==> config.mk <==
export PLATFORM = sky130hd
export DESIGN_NAME = rsof_top
export DESIGN_NICKNAME = d
export VERILOG_FILES = /design/src/core/rsof_pkg.sv /design/src/core/rsof_stream_if.sv /design/src/core/rsof_fifo.sv /design/src/core/rsof_top.sv
export SDC_FILE = /design/constraint.sdc
export NUM_CORES = 1
export LEC_CHECK = 0
export ABC_CLOCK_PERIOD_IN_PS = 9500
export BUFFER_PORTS_ARGS = -buffer_cell sky130_fd_sc_hd__buf_4
export CORE_MARGIN = 4
export CORE_UTILIZATION = 55
export DETAILED_ROUTE_END_ITERATION = 12
export GPL_ROUTABILITY_DRIVEN = 1
export PLACE_DENSITY = 0.83
export RECOVER_POWER = 100
export SKIP_LAST_GASP = 1
export SYNTH_ARGS = -nofsm -noshare
export SYNTH_HDL_FRONTEND = slang
export SYNTH_SLANG_ARGS = --single-unit
==> constraint.sdc <==
create_clock -name CLK -period 9.5 [get_ports CLK]
set_input_delay 0.475 -clock CLK [delete_from_list [all_inputs] [get_ports CLK]]
set_output_delay 0.475 -clock CLK [all_outputs]
set_load 0.05 [all_outputs]
==> src/core/rsof_pkg.sv <==
`default_nettype none
package rsof_pkg;
   // system clock and serial character timing
   localparam int unsigned CLK_HZ = 32'h0098_9680;      // 10 MHz core clock
   localparam int unsigned BAUD_DEF = 32'h0001_C200;    // 115200 baud by default
   localparam int unsigned BAUD_DIV = (CLK_HZ + BAUD_DEF / 2) / BAUD_DEF; // cycles per bit
   localparam int unsigned UART_BITS = 10;              // start, 8 data, 1 stop, no parity
   // two-wire timing: oversampling needed to see every scl phase
   localparam int unsigned TWI_MAX_HZ = 32'h0006_1A80;  // 400 kbit/s ceiling
   localparam int unsigned TWI_OVERSAMPLE = 20;         // core cycles per scl period, least
   localparam logic [6:0] TWI_ADDR_DEF = 7'h10;         // slave address when TWI_ADDR is 0
   // binary frame layout
   localparam int unsigned FRAME_LEN = 9;               // bytes per binary frame
   localparam logic [7:0] FRAME_HDR = 8'h59;            // both header bytes
   localparam int unsigned IDX_DIST = 2;                // distance low byte position
   localparam int unsigned IDX_STR = 4;                 // strength low byte position
   localparam int unsigned IDX_TEMP = 6;                // temperature low byte position
   localparam int unsigned IDX_SUM = 8;                 // checksum position
   // ascii string layout
   localparam int unsigned STR_MAX = 8;                 // "655.35" plus cr lf
   localparam logic [7:0] ASC_ZERO = 8'h30;
   localparam logic [7:0] ASC_DOT = 8'h2E;
   localparam logic [7:0] ASC_CR = 8'h0D;
   localparam logic [7:0] ASC_LF = 8'h0A;
   localparam int unsigned FIFO_DEPTH = 4;              // words between framer and uart
   // two-wire slave states, one-hot
   typedef enum logic [5:0]
   {
      TW_IDLE = 6'h01,
      TW_ADDR = 6'h02,
      TW_ACK = 6'h04,
      TW_SEND = 6'h08,
      TW_MACK = 6'h10,
      TW_RECV = 6'h20
   } rsof_twi_e;
endpackage : rsof_pkg
`default_nettype wire

==> src/core/rsof_stream_if.sv <==
`default_nettype none
// valid/ready byte stream between framer, fifo and uart
interface rsof_stream_if #(parameter int unsigned W = 8);
   logic valid; // word offered
   logic ready; // word accepted when both high
   logic [W-1:0] data;
   modport src (output valid, output data, input ready);
   modport snk (input valid, input data, output ready);
endinterface : rsof_stream_if
`default_nettype wire

==> src/core/rsof_fifo.sv <==
`default_nettype none
// small flip-flop fifo, full and empty from an occupancy count
module rsof_fifo #(
   parameter int unsigned W = 8,
   parameter int unsigned D = 4
) (
   input wire logic clk,
   input wire logic rst,
   rsof_stream_if.snk wr,
   rsof_stream_if.src rd
);
   localparam int unsigned AW = (D > 1) ? $clog2(D) : 1;
   // pointers wrap by overflow, so only powers of two keep the indices aligned
   if (D < 2 || (D & (D - 1)) != 0)
   begin : g_bad_depth
      $error("rsof_fifo: depth must be a power of two >= 2");
   end
   logic [W-1:0] mem_r [D]; // storage
   logic [AW-1:0] wp_r; // write index
   logic [AW-1:0] rp_r; // read index
   logic [AW:0] cnt_r; // occupancy
   logic do_wr;
   logic do_rd;
   assign wr.ready = (cnt_r < (AW + 1)'(D)); // honest full, empty fifo accepts too
   assign rd.valid = (cnt_r != '0); // honest empty
   assign rd.data = mem_r[rp_r];
   assign do_wr = wr.valid && wr.ready;
   assign do_rd = rd.valid && rd.ready;
   // storage write, no reset needed on data
   always_ff @(posedge clk)
   begin
      if (do_wr) mem_r[wp_r] <= wr.data;
   end
   // pointers and count
   always_ff @(posedge clk)
   begin
      if (rst)
      begin
         wp_r <= '0;
         rp_r <= '0;
         cnt_r <= '0;
      end
      else
      begin
         if (do_wr) wp_r <= wp_r + 1'b1;
         if (do_rd) rp_r <= rp_r + 1'b1;
         if (do_wr && !do_rd) cnt_r <= cnt_r + 1'b1;
         else if (do_rd && !do_wr) cnt_r <= cnt_r - 1'b1;
      end
   end
endmodule : rsof_fifo
`default_nettype wire

==> src/core/rsof_top.sv <==
// Operation
// [RQ1] serial 115200 baud, 8 data, 1 stop, no parity
// [RQ2] binary frame nine bytes, two 0x59 headers
// [RQ3] bytes 2-3 distance, low byte first
// [RQ4] bytes 4-5 strength, low byte first
// [RQ5] strength carried as full unsigned 16 bits
// [RQ6] bytes 6-7 raw temperature code, low first
// [RQ7] byte 8 is low byte of sum
// [RQ8] binary or string format, selectable by host
// [RQ9] string: metres in ascii, then cr lf
// [RQ10] two-wire slave only, up to 400 kbit/s
// [RQ11] slave address 0x10 default, 0x01-0x7F settable
// [RQ12] master waits about 100 ms before reading
// [RQ13] multi-byte fields sent low byte first
// [RQ14] serial pins double as two-wire lines
// [RQ15] two-wire read returns latest frame, same order
`default_nettype none
module rsof_top #(
   parameter int unsigned BAUD_CYCLES = rsof_pkg::BAUD_DIV, // cycles per serial bit
   parameter int unsigned FIFO_D = rsof_pkg::FIFO_DEPTH
) (
   input wire logic CLK,
   input wire logic SYS_RST,
   input wire logic MEAS_VALID,          // one-cycle pulse, new measurement
   input wire logic [15:0] MEAS_DIST,    // distance in cm
   input wire logic [15:0] MEAS_STRENGTH,
   input wire logic [15:0] MEAS_TEMP,    // raw temperature code
   input wire logic FMT_STRING,          // 1: ascii metres on serial, 0: binary frame; two-wire reads always binary
   input wire logic IF_TWI,              // 1: pins act as two-wire bus
   input wire logic [6:0] TWI_ADDR,      // slave address, 0 falls back to default
   input wire logic RXD_SDA_I,
   output logic RXD_SDA_O,
   output logic RXD_SDA_OE,
   input wire logic TXD_SCL_I,
   output logic TXD_SCL_O,
   output logic TXD_SCL_OE,
   output logic FRAME_BUSY,              // serial frame still going out
   output logic MEAS_DROP                // pulse: measurement arrived while a message was still being pushed
);
   // refused at elaboration: bit timer needs two states, bus edges need oversampling
   if (BAUD_CYCLES < 2)
   begin : g_bad_baud
      $error("rsof_top: baud divider too small");
   end
   if (rsof_pkg::CLK_HZ < rsof_pkg::TWI_OVERSAMPLE * rsof_pkg::TWI_MAX_HZ)
   begin : g_slow_clk
      $error("rsof_top: clock too slow for 400 kbit/s two-wire");
   end

   // 16-bit binary to five bcd digits by shift-and-add-3
   function automatic logic [19:0] bin2bcd(input logic [15:0] v);
      logic [35:0] s;
      s = {20'h0_0000, v};
      for (int i = 0; i < 16; i++)
      begin
         for (int j = 0; j < 5; j++)
         begin
            if (s[16 + 4 * j +: 4] > 4'h4) s[16 + 4 * j +: 4] = s[16 + 4 * j +: 4] + 4'h3;
         end
         s = {s[34:0], 1'b0};
      end
      return s[35:16];
   endfunction : bin2bcd

   // frame image built straight from the inputs
   logic [7:0] frm [rsof_pkg::FRAME_LEN];
   always_comb
   begin
      logic [7:0] sum;
      sum = 8'h00;
      frm[0] = rsof_pkg::FRAME_HDR; // [RQ2]
      frm[1] = rsof_pkg::FRAME_HDR; // [RQ2]
      frm[rsof_pkg::IDX_DIST] = MEAS_DIST[7:0]; // [RQ3] [RQ13]
      frm[rsof_pkg::IDX_DIST + 1] = MEAS_DIST[15:8]; // [RQ3]
      frm[rsof_pkg::IDX_STR] = MEAS_STRENGTH[7:0]; // [RQ4] [RQ5]
      frm[rsof_pkg::IDX_STR + 1] = MEAS_STRENGTH[15:8]; // [RQ4] [RQ5]
      frm[rsof_pkg::IDX_TEMP] = MEAS_TEMP[7:0]; // [RQ6]
      frm[rsof_pkg::IDX_TEMP + 1] = MEAS_TEMP[15:8]; // [RQ6]
      for (int i = 0; i < rsof_pkg::IDX_SUM; i++) sum = sum + frm[i]; // [RQ7]
      frm[rsof_pkg::IDX_SUM] = sum; // [RQ7]
   end

   // ascii image: leading zeros of the metre part dropped, one digit kept
   logic [7:0] str [rsof_pkg::STR_MAX];
   logic [3:0] str_len;
   always_comb
   begin
      logic [19:0] d;
      logic [3:0] k;
      d = bin2bcd(MEAS_DIST);
      k = 4'h0;
      for (int i = 0; i < rsof_pkg::STR_MAX; i++) str[i] = 8'h00;
      if (d[19:16] != 4'h0)
      begin
         str[k[2:0]] = rsof_pkg::ASC_ZERO | {4'h0, d[19:16]}; // [RQ9]
         k = k + 4'h1;
      end
      if (d[19:12] != 8'h00)
      begin
         str[k[2:0]] = rsof_pkg::ASC_ZERO | {4'h0, d[15:12]};
         k = k + 4'h1;
      end
      str[k[2:0]] = rsof_pkg::ASC_ZERO | {4'h0, d[11:8]};
      str[k[2:0] + 3'h1] = rsof_pkg::ASC_DOT;
      str[k[2:0] + 3'h2] = rsof_pkg::ASC_ZERO | {4'h0, d[7:4]};
      str[k[2:0] + 3'h3] = rsof_pkg::ASC_ZERO | {4'h0, d[3:0]};
      str[k[2:0] + 3'h4] = rsof_pkg::ASC_CR; // [RQ9]
      str[k[2:0] + 3'h5] = rsof_pkg::ASC_LF; // [RQ9]
      str_len = k + 4'h6;
   end

   // latched frame and string, plus generator state
   logic [7:0] frame_r [rsof_pkg::FRAME_LEN];
   logic [7:0] str_r [rsof_pkg::STR_MAX];
   logic [3:0] len_r; // bytes in the current serial message
   logic [3:0] gen_idx_r; // next byte to push
   logic gen_act_r; // serial message being pushed
   logic fmt_r; // format frozen per message so bytes never mix

   rsof_stream_if #(.W(8)) push_if ();
   rsof_stream_if #(.W(8)) pop_if ();

   assign push_if.valid = gen_act_r;
   assign push_if.data = fmt_r ? str_r[gen_idx_r[2:0]] : frame_r[gen_idx_r];

   // capture: a new measurement is taken only while no serial message is being pushed into the fifo
   always_ff @(posedge CLK)
   begin
      if (SYS_RST)
      begin
         for (int i = 0; i < rsof_pkg::FRAME_LEN; i++) frame_r[i] <= 8'h00;
         for (int i = 0; i < rsof_pkg::STR_MAX; i++) str_r[i] <= 8'h00;
         len_r <= 4'h0;
         fmt_r <= 1'b0;
         MEAS_DROP <= 1'b0;
      end
      else
      begin
         MEAS_DROP <= MEAS_VALID && gen_act_r;
         if (MEAS_VALID && !gen_act_r)
         begin
            frame_r <= frm; // [RQ15]
            str_r <= str;
            fmt_r <= FMT_STRING; // [RQ8]
            len_r <= FMT_STRING ? str_len : 4'(rsof_pkg::FRAME_LEN); // [RQ2] [RQ8]
         end
      end
   end

   // generator walks the latched message into the fifo, stalls on full
   always_ff @(posedge CLK)
   begin
      if (SYS_RST)
      begin
         gen_act_r <= 1'b0;
         gen_idx_r <= 4'h0;
      end
      else if (!gen_act_r)
      begin
         // two-wire mode only refreshes the image, nothing is pushed
         gen_act_r <= MEAS_VALID && !IF_TWI; // [RQ14]
         gen_idx_r <= 4'h0;
      end
      else if (push_if.ready)
      begin
         gen_idx_r <= gen_idx_r + 4'h1;
         if (gen_idx_r == len_r - 4'h1) gen_act_r <= 1'b0;
      end
   end

   rsof_fifo #(.W(8), .D(FIFO_D)) u_fifo (
      .clk(CLK),
      .rst(SYS_RST),
      .wr(push_if.snk),
      .rd(pop_if.src)
   );

   // uart transmitter: start bit, 8 data lsb first, stop bit
   logic [9:0] tx_sh_r; // shift register, bit 0 on the line
   logic [3:0] tx_bits_r; // bits still to send
   logic [$clog2(BAUD_CYCLES)-1:0] baud_r; // bit timer
   assign pop_if.ready = (tx_bits_r == 4'h0) && !IF_TWI;
   always_ff @(posedge CLK)
   begin
      if (SYS_RST)
      begin
         tx_sh_r <= 10'h3FF;
         tx_bits_r <= 4'h0;
         baud_r <= '0;
      end
      else if (pop_if.valid && pop_if.ready)
      begin
         tx_sh_r <= {1'b1, pop_if.data, 1'b0}; // [RQ1]
         tx_bits_r <= 4'(rsof_pkg::UART_BITS); // [RQ1]
         baud_r <= '0;
      end
      else if (tx_bits_r != 4'h0)
      begin
         if (baud_r == $bits(baud_r)'(BAUD_CYCLES - 1)) // [RQ1]
         begin
            baud_r <= '0;
            tx_sh_r <= {1'b1, tx_sh_r[9:1]};
            tx_bits_r <= tx_bits_r - 4'h1;
         end
         else baud_r <= baud_r + 1'b1;
      end
   end

   // two-flop synchronisers on both pins
   logic [1:0] sda_s_r;
   logic [1:0] scl_s_r;
   logic sda_d_r; // previous synced sda
   logic scl_d_r; // previous synced scl
   always_ff @(posedge CLK)
   begin
      if (SYS_RST)
      begin
         sda_s_r <= 2'h3;
         scl_s_r <= 2'h3;
         sda_d_r <= 1'b1;
         scl_d_r <= 1'b1;
      end
      else
      begin
         sda_s_r <= {sda_s_r[0], RXD_SDA_I};
         scl_s_r <= {scl_s_r[0], TXD_SCL_I};
         sda_d_r <= sda_s_r[1];
         scl_d_r <= scl_s_r[1];
      end
   end
   logic scl_rise;
   logic scl_fall;
   logic bus_start;
   logic bus_stop;
   logic [6:0] my_addr;
   assign scl_rise = scl_s_r[1] && !scl_d_r;
   assign scl_fall = !scl_s_r[1] && scl_d_r;
   assign bus_start = IF_TWI && scl_s_r[1] && scl_d_r && sda_d_r && !sda_s_r[1];
   assign bus_stop = IF_TWI && scl_s_r[1] && scl_d_r && !sda_d_r && sda_s_r[1];
   assign my_addr = (TWI_ADDR == 7'h00) ? rsof_pkg::TWI_ADDR_DEF : TWI_ADDR; // [RQ11]

   // two-wire slave: samples on scl rise, changes sda on scl fall
   rsof_pkg::rsof_twi_e tw_r;
   logic [7:0] tw_sh_r; // receive or transmit shifter
   logic [2:0] tw_cnt_r; // bit within byte
   logic tw_got8_r; // eighth bit seen
   logic tw_rd_r; // read transfer
   logic tw_nack_r; // master refused the byte
   logic [3:0] tw_idx_r; // next frame byte to send
   logic [7:0] snap_r [rsof_pkg::FRAME_LEN]; // frame frozen for one read
   logic sda_low_r; // pulling sda low
   always_ff @(posedge CLK)
   begin
      if (SYS_RST || !IF_TWI || bus_stop)
      begin
         tw_r <= rsof_pkg::TW_IDLE;
         sda_low_r <= 1'b0;
         tw_cnt_r <= 3'h0;
         tw_got8_r <= 1'b0;
         tw_sh_r <= 8'h00;
         tw_rd_r <= 1'b0;
         tw_nack_r <= 1'b0;
         tw_idx_r <= 4'h0;
      end
      else if (bus_start) // also covers repeated start
      begin
         tw_r <= rsof_pkg::TW_ADDR; // [RQ10]
         sda_low_r <= 1'b0;
         tw_cnt_r <= 3'h0;
         tw_got8_r <= 1'b0;
      end
      else if (scl_rise)
      begin
         if (tw_r == rsof_pkg::TW_MACK) tw_nack_r <= sda_s_r[1];
         else if (tw_r != rsof_pkg::TW_IDLE && tw_r != rsof_pkg::TW_ACK)
         begin
            if (tw_r != rsof_pkg::TW_SEND) tw_sh_r <= {tw_sh_r[6:0], sda_s_r[1]};
            tw_cnt_r <= tw_cnt_r + 3'h1;
            tw_got8_r <= (tw_cnt_r == 3'h7);
         end
      end
      else if (scl_fall)
      begin
         case (tw_r)
            rsof_pkg::TW_ADDR, rsof_pkg::TW_RECV:
            begin
               if (tw_got8_r)
               begin
                  tw_got8_r <= 1'b0;
                  if (tw_r == rsof_pkg::TW_RECV || tw_sh_r[7:1] == my_addr) // [RQ11]
                  begin
                     sda_low_r <= 1'b1; // acknowledge
                     tw_r <= rsof_pkg::TW_ACK;
                     if (tw_r == rsof_pkg::TW_ADDR)
                     begin
                        tw_rd_r <= tw_sh_r[0];
                        tw_idx_r <= 4'h0;
                        snap_r <= frame_r; // [RQ15]
                     end
                  end
                  else tw_r <= rsof_pkg::TW_IDLE; // not ours
               end
            end
            rsof_pkg::TW_ACK, rsof_pkg::TW_MACK:
            begin
               if (tw_rd_r && !(tw_r == rsof_pkg::TW_MACK && tw_nack_r))
               begin
                  tw_sh_r <= {snap_r[tw_idx_r][6:0], 1'b0}; // [RQ15] [RQ13]
                  sda_low_r <= !snap_r[tw_idx_r][7];
                  tw_idx_r <= (tw_idx_r == 4'(rsof_pkg::FRAME_LEN - 1)) ? 4'h0 : tw_idx_r + 4'h1;
                  tw_r <= rsof_pkg::TW_SEND;
               end
               else
               begin
                  sda_low_r <= 1'b0;
                  tw_r <= tw_rd_r ? rsof_pkg::TW_IDLE : rsof_pkg::TW_RECV;
               end
               tw_cnt_r <= 3'h0;
               tw_got8_r <= 1'b0;
            end
            rsof_pkg::TW_SEND:
            begin
               if (tw_got8_r)
               begin
                  sda_low_r <= 1'b0; // let the master answer
                  tw_got8_r <= 1'b0;
                  tw_r <= rsof_pkg::TW_MACK;
               end
               else
               begin
                  sda_low_r <= !tw_sh_r[7];
                  tw_sh_r <= {tw_sh_r[6:0], 1'b0};
               end
            end
            default: sda_low_r <= 1'b0;
         endcase
      end
   end

   // pin drivers, all registered; pins shared between the two modes
   always_ff @(posedge CLK)
   begin
      if (SYS_RST)
      begin
         TXD_SCL_O <= 1'b1;
         TXD_SCL_OE <= 1'b0;
         RXD_SDA_O <= 1'b0;
         RXD_SDA_OE <= 1'b0;
         FRAME_BUSY <= 1'b0;
      end
      else
      begin
         TXD_SCL_O <= IF_TWI ? 1'b0 : tx_sh_r[0]; // [RQ14]
         TXD_SCL_OE <= !IF_TWI; // no clock stretching [RQ10]
         RXD_SDA_O <= 1'b0; // open drain, only ever low
         RXD_SDA_OE <= IF_TWI && sda_low_r; // [RQ14]
         FRAME_BUSY <= gen_act_r || pop_if.valid || (tx_bits_r != 4'h0);
      end
   end
endmodule : rsof_top
`default_nettype wire

==> results.md, run 1 <==
• **outcome** finished with violations
• **violated checks** capacitance limit, slew limit
• **Worst setup SP type** input port
• **total count of max-transition violations in the final report** 91
• **final RePlAce weighted congestion** 0.939
• **Post-Synthesis Cells** 2036
• **final period utilization** 95.1%
• **slack of the worst reg-to-reg path** 4.99 ns
• **hold path endpoint** len_r[3]
• **core footprint** 32500 sq um
• **clock sink count** 259
• **port bufs** 66
• **library cell contributing the largest single delay on the critical path** sky130_fd_sc_hd__o41ai_4
• **post-route setup TNS** 0 ns
• **Reg2Reg Capture Point** snap_r[53]
• **EDFF count, synth** 89
• **Vias** 16.3k
• **setup clock skew after layout** 0.0125 ns
• **clock latency on the worst-skew pair** 0.53 ns
• **floorplan die area** 36000 sq um
• **Max Clock Freq** 111 MHz
• **critical path endpoint category** flip-flop
• **path category of the worst min-delay check** in2reg
• **start point of the worst hold path** FMT_STRING
• **die span in y** 190 um
• **proportion of synthesized flip-flops having asynchronous set or reset** 0%
• **clock tree from TritonCTS** built
• **clock tree buffer depth** 3
• **number of flip-flops and latches in the synthesized netlist** 259
• **headroom to the max-slew limit** -104%
• **overall global routing resource usage** 26.5%
• **detailed-route vias per instance** 6.42
• **cell area after synthesis** 18100 sq um
• **adder and majority gate portion of the synthesized area** 7.79%
• **net count after synthesis** 2193
• **clock root buffer** sky130_fd_sc_hd__clkbuf_16
• **post-route cell area** 20300 sq um
• **routed length per placed instance** 19.5 um
• **share of synthesized area occupied by flip-flops and latches** 33.5%
• **mux contribution to synthesized area** 8.63%
• **launch point of the worst reg-to-reg path** sda_s_r[1]
• **fraction of final layout cells with drive strength greater than 1** 16.8%
• **final hold slack** 0.145 ns
• **combinational family with the most area after synthesis** compound AO/OA/AOI/OAI gates
• **Top FF cell, synth** sky130_fd_sc_hd__dfxtp_1
• **most used cells in the layout excluding fill and tap cells** sky130_fd_sc_hd__nand2_1, sky130_fd_sc_hd__a21oi_1, sky130_fd_sc_hd__dfxtp_1
• **basic-gate share of the synthesized area counting and, or, nand and nor cells** 18.7%
• **Worst Reg-to-Reg Cells** 5
• **start-to-end type of the worst setup path** in2reg
• **# DRC** 0
• **area share of xor/xnor cells in the synthesized design** 3.72%
• **Remaining Overflow, GRT** 0
• **Worst Hold Depth** 2
• **area of placed instances** 19200 sq um
• **number of antenna violations at the first check in global routing** 1
• **Area Growth Syn to Fin** 11.7%
• **post-synthesis compound-gate area fraction** 22.6%
• **standard-cell rows** 66
• **# Max-Cap Violations** 2
• **maximum number of pins on one net before global-route repair** 100
• **starting density of the core** 55.8%
• **most common library cell in the layout ignoring fill and taps** sky130_fd_sc_hd__nand2_1
• **total wire length** 49600 um
• **WP data required** 9.94 ns
• **final worst path period need** 9.04 ns
• **distinct cell type count after synthesis** 126
• **hold violation total from the final report** 0
• **dpl hpwl** 34900 um
• **Synth Area per Inst** 8.91 sq um
• **transition at the pin with the smallest max-transition slack** 3.06 ns
• **Post-CTS Hold Buffers** 0
• **cell repeated most along the worst path** sky130_fd_sc_hd__ha_1
• **number of buffers added by the clock tree synthesis step** 24
• **Slowest Stage Delay on Critical Path** 0.45 ns
• **number of global-route vias before repair** 15.6k
• **data arrival time of the critical path** 9.48 ns
• **total I/O pin count** 68
• **clock slew at reported path FFs** 0.06 ns
• **synthesis warning total** 0
• **maximum fanout encountered on the critical timing path** 24
• **die boundary width** 190 um
• **DRC violation total after the first TritonRoute iteration** 1843
• **post-detailed-route count of antenna-violating nets** 0
• **n_diodes** 0
• **global-route wire length before repair** 80100 um
• **layout net count** 2237
• **first drt pass iteration count** 5
• **H-tree levels** 1
• **final setup vio count** 0
## cells in the mapped netlist (19+ instances only)
cell,instances,area (sq um)
sky130_fd_sc_hd__nand2_1,239,897
sky130_fd_sc_hd__a21oi_1,205,1030
sky130_fd_sc_hd__dfxtp_1,170,3400
sky130_fd_sc_hd__nor2_1,156,586
sky130_fd_sc_hd__edfxtp_1,89,2670
sky130_fd_sc_hd__clkbuf_1,83,312
sky130_fd_sc_hd__inv_1,74,278
sky130_fd_sc_hd__ha_1,68,851
sky130_fd_sc_hd__o21ai_0,67,335
sky130_fd_sc_hd__nand3_1,61,305
sky130_fd_sc_hd__nor3_1,54,270
sky130_fd_sc_hd__xnor2_1,51,447
sky130_fd_sc_hd__mux2i_1,49,490
sky130_fd_sc_hd__a211oi_1,37,278
sky130_fd_sc_hd__mux4_2,34,766
sky130_fd_sc_hd__o211ai_1,28,210
sky130_fd_sc_hd__fa_1,27,541
sky130_fd_sc_hd__and3_1,23,144
sky130_fd_sc_hd__mux2_2,22,248
sky130_fd_sc_hd__a31oi_1,21,131
sky130_fd_sc_hd__buf_2,20,100
sky130_fd_sc_hd__nand2b_1,19,119
## routing by layer
metal  up-vias  part of all wire (%)  global-route usage, %
met5         -                 0.014                      0
met4         2                   3.7                   9.65
met1      7838                    41                   34.6
li1       7636                     -                      -
met2       723                    49                   45.6
met3       111                   6.4                   3.06
## worst max-delay path: cells and delay by family
kind,cells,cell delay [ns]
AO/OA/AOI/OAI,17,3.92
XOR/XNOR,3,0.55
adder cells (fa/ha/maj),7,1.78
buffers and inverters,6,0.80
multiplexers,2,0.68
AND/OR/NAND/NOR,6,1.28
## what timing repair did
action	CTS	global route
resized for setup	0	24
setup buffers	0	4
setup endpoints to repair	0	33
## final cells by class
type / count / area [sq um]
multi-input cells: 1565 / 11300
clock inverters: 12 / 181
flip-flops and latches: 259 / 6080
repair buffers: 153 / 1140
clock buffers: 32 / 736
inverters: 77 / 289
well taps: 442 / 553
fillers: 2623 / 12300
## metrics by stage
stage / setup WS (ns) / utilization [%] / std cells
floorplan: 0.135 / - / 2036
global placement: 0.103 / 59.1 / 2492
detailed placement: -0.128 / 59.1 / 2492
CTS: 0.309 / 61.9 / 2536
global route: -0.0371 / 62.3 / 2540
finish: 0.462 / 62.3 / 2540
## cell families (layout without fill, tap and decap cells)
logic type / after synthesis / after routing
xor gates and xnor gates: 73 / 73
muxes: 109 / 109
DFF: 259 / 259
adders and majority gates: 97 / 97
and+or+nand+nor: 700 / 700
AOI/OAI and AO/OA: 585 / 585
buffers and inverters: 212 / 274
other: 1 / 1
## flip-flops by register name, summed over array words and instances, names as in the netlist, 3 cells and up, named ones only
signal	count
str_r	39
snap_r	57
tx_bits_r	4
u_fifo.mem_r	32
tw_r	6
tw_idx_r	4
tw_cnt_r	3
tw_sh_r	8
frame_r	57
gen_idx_r	4
baud_r	7
tx_sh_r	9
len_r	3
u_fifo.cnt_r	3
## worst max path at each step
stage / start / to / slack (ns) / depth (start not counted)
6_report: MEAS_DIST[13] / str_r[26] / 0.46 / 41
5_1_grt: MEAS_DIST[13] / str_r[26] / -0.04 / 41
4_1_cts: MEAS_DIST[13] / str_r[18] / 0.31 / 39
3_5_place_dp: MEAS_DIST[13] / str_r[43] / -0.13 / 36
3_3_place_gp: MEAS_DIST[13] / str_r[26] / 0.10 / 40
2_1_floorplan: MEAS_DIST[13] / len_r[0] / 0.13 / 41
Power of run 1 is left out: the tool's default activity adds up to more than one toggle a clock period on the data nets, which glitch-free logic cannot reach.
==> run 2, diff against run 1 <==
- BUFFER_PORTS_ARGS: -buffer_cell sky130_fd_sc_hd__buf_4 -> -buffer_cell sky130_fd_sc_hd__buf_2
==> run 2 against run 1 <==
The flow still finishes with violations (capacitance limit, slew limit); design area shrank 1.0%; first-iteration DRC count shrank 15%; clock skew grew 0.0087 ns; die area is the same; via count shrank 0.38%; setup slack gained 0.0026 ns; global-route usage shrank 0.53 points; final cell count grew 0.12%; critical path depth shrank 4; clock-buffer cell count shrank 5; sequential cell count is the same; non-clock buffer count grew 5; highest routed layer unchanged.
==> results.md, run 2 (synthesis gave the netlist of run 1 again) <==
• **outcome** finished with violations, unchanged
• **violated checks** capacitance limit, slew limit, unchanged
• **most common library cell in the layout ignoring fill and taps** sky130_fd_sc_hd__nand2_1, unchanged
• **die span in y** 190 um, unchanged
• **setup clock skew after layout** 0.0212 ns, was 0.0125 ns
• **# DRC** 0, unchanged
• **WP data required** 9.93 ns, was 9.94 ns
• **port bufs** 66, unchanged
• **Slowest Stage Delay on Critical Path** 0.54 ns, was 0.45 ns
• **starting density of the core** 55.8%, unchanged
• **final core utilization** 61.6%, was 62.3%
• **Cell Count Post-Placement** 2491, was 2492
• **Remaining Overflow, GRT** 0, unchanged
• **delay-heaviest family, CP** simple AND/OR/NAND/NOR gates, was compound AO/OA/AOI/OAI gates
• **clock slew at reported path FFs** 0.07 ns, was 0.06 ns
• **final setup vio count** 0, unchanged
• **maximum fanout encountered on the critical timing path** 12, was 24
• **Vias** 16.2k, was 16.3k
• **clock root buffer** sky130_fd_sc_hd__clkbuf_16, unchanged
• **post-route cell area** 20000 sq um, was 20300 sq um
• **# Max-Cap Violations** 3, was 2
• **clock latency on the worst-skew pair** 0.52 ns, was 0.53 ns
• **start point of the worst hold path** TXD_SCL_I, was FMT_STRING
• **maximum number of pins on one net before global-route repair** 100, unchanged
• **overall global routing resource usage** 25.9%, was 26.5%
• **clock tree buffer depth** 3, unchanged
• **DRC violation total after the first TritonRoute iteration** 1570, was 1843
• **filler cell count in the final layout** 2688, was 2623
• **logic depth of the worst setup path including buffers** 37, was 41
• **transition at the pin with the smallest max-transition slack** 3.07 ns, was 3.06 ns
• **Max Clock Freq** 111 MHz, about the same
• **WP buf/inv** 4, was 6
• **detailed-route vias per instance** 6.39, was 6.42
• **final period utilization** 95.1%, about the same
• **total count of max-transition violations in the final report** 137, was 91
• **area of placed instances** 19000 sq um, was 19200 sq um
• **hold path endpoint** scl_s_r[0], was len_r[3]
• **final worst path period need** 9.04 ns, about the same
• **number of global-route vias before repair** 15.9k, was 15.6k
• **total I/O pin count** 68, unchanged
• **slack of the worst reg-to-reg path** 4.97 ns, was 4.99 ns
• **floorplan die area** 36000 sq um, unchanged
• **first drt pass iteration count** 8, was 5
• **path category of the worst min-delay check** in2reg, unchanged
• **launch point of the worst reg-to-reg path** sda_s_r[1], unchanged
• **core footprint** 32500 sq um, unchanged
• **n_diodes** 0, unchanged
• **cell repeated most along the worst path** sky130_fd_sc_hd__ha_1, unchanged
• **clock sink count** 259, unchanged
• **number of buffers added by the clock tree synthesis step** 23, was 24
• **total area of multi-input combinational cells** 11300 sq um, about the same
• **Worst setup SP type** input port, unchanged
• **die boundary width** 190 um, unchanged
• **footprint of the flip-flops and latches** 6080 sq um, unchanged
• **post-detailed-route count of antenna-violating nets** 0, unchanged
• **clock tree from TritonCTS** built, unchanged
• **Worst Hold Depth** 2, unchanged
• **Post-CTS Hold Buffers** 0, unchanged
• **Worst Reg-to-Reg Cells** 5, unchanged
• **global-route wire length before repair** 79100 um, was 80100 um
• **dpl hpwl** 35100 um, was 34900 um
• **Final Non-Filler Cells** 2543, was 2540
• **H-tree levels** 1, unchanged
• **total wire length** 48500 um, was 49600 um
• **start-to-end type of the worst setup path** in2reg, unchanged
• **critical path endpoint category** flip-flop, unchanged
• **Area Growth Syn to Fin** 10.5%, was 11.7%
• **hold violation total from the final report** 0, unchanged
• **routed length per placed instance** 19.1 um, was 19.5 um
• **number of antenna violations at the first check in global routing** 2, was 1
• **layout net count** 2241, was 2237
• **final RePlAce weighted congestion** 0.955, was 0.939
• **most used cells in the layout excluding fill and tap cells** sky130_fd_sc_hd__nand2_1, sky130_fd_sc_hd__a21oi_1, sky130_fd_sc_hd__dfxtp_1, unchanged
• **largest registers ranked by flip-flop count** frame_r x57, snap_r x57, str_r x39, unchanged
• **headroom to the max-slew limit** -105%, was -104%
• **data arrival time of the critical path** 9.46 ns, was 9.48 ns
• **standard-cell rows** 66, unchanged
• **fraction of final layout cells with drive strength greater than 1** 17.3%, was 16.8%
• **Reg2Reg Capture Point** snap_r[51], was snap_r[53]
• **library cell contributing the largest single delay on the critical path** sky130_fd_sc_hd__or4_1, was sky130_fd_sc_hd__o41ai_4
run 2: cell count changes in the layout (fill, tap and decap cells not counted), moves of 3 or more:
| cell | before | now |
|---|---|---|
| sky130_fd_sc_hd__nor2_2 | 3 | 6 |
| sky130_fd_sc_hd__o21ai_1 | 4 | 7 |
| sky130_fd_sc_hd__clkinvlp_2 | 0 | 3 |
| sky130_fd_sc_hd__clkbuf_16 | 28 | 23 |
| sky130_fd_sc_hd__buf_2 | 0 | 59 |
| sky130_fd_sc_hd__buf_4 | 142 | 89 |
| sky130_fd_sc_hd__o21ai_0 | 67 | 64 |
| sky130_fd_sc_hd__nor2_1 | 155 | 152 |
| sky130_fd_sc_hd__a211oi_2 | 2 | 5 |
| sky130_fd_sc_hd__a211oi_1 | 37 | 34 |
run 2: layout make-up:
| class | count | share of cell area, % |
|---|---|---|
| clock buffers | 27 | 3.15 |
| clock inverters | 15 | 0.880 |
| inverters | 77 | 1.44 |
| multi-input cells | 1565 | 56.5 |
| flip-flops and latches | 259 | 30.3 |
| well taps | 442 | 2.76 |
| repair buffers | 158 | 5.00 |
run 2: worst max path at each step:
stage                             start   endpoint  slack [ns]
after CTS                 MEAS_DIST[14]  str_r[16]        0.12
after global placement    MEAS_DIST[14]  str_r[50]       -0.01
after global routing      MEAS_DIST[14]  str_r[50]       -0.07
after detailed placement  MEAS_DIST[14]  str_r[18]       -0.36
after floorplan           MEAS_DIST[13]   len_r[0]        0.13
final                     MEAS_DIST[14]  str_r[35]        0.46
run 2: repair_timing:
| action | in CTS | in global routing |
|---|---|---|
| gates resized for setup | 0 | 39 |
| endpoints found under the setup margin | 0 | 33 |
| buffers inserted | 0 | 9 |
run 2: metrics by stage:
stage	setup WS [ns]	TNS, ns	hold slack [ns]
finish	0.464	0	0.162
global route	-0.0720	-0.260	0.151
CTS	0.121	0	0.143
detailed placement	-0.363	-6.42	0.413
global placement	-0.0119	-0.0156	0.396
floorplan	0.135	0	0.389
run 2: per-layer routing:
metal  part of all wire [%]  global-route usage, %  wire [um]  vias to the layer above
li1                       -                      -          -                     7624
met1                     40                   33.7      19600                     7739
met2                     49                   44.7      23700                      748
met3                    7.1                   3.19       3460                      133
met4                    3.6                   9.49       1740                        4
met5                  0.070                      0         34                        -
run 2: worst reg2reg max path, stage by stage, from the launching register on:
cell and delay [ns]:
sky130_fd_sc_hd__dfxtp_1 0.39, sky130_fd_sc_hd__nand4b_1 0.13, sky130_fd_sc_hd__nand3_1 0.50, sky130_fd_sc_hd__or2_0 0.64
sky130_fd_sc_hd__nor3_1 0.23, sky130_fd_sc_hd__clkbuf_1 2.19
Power of run 2 is left out for the same reason.
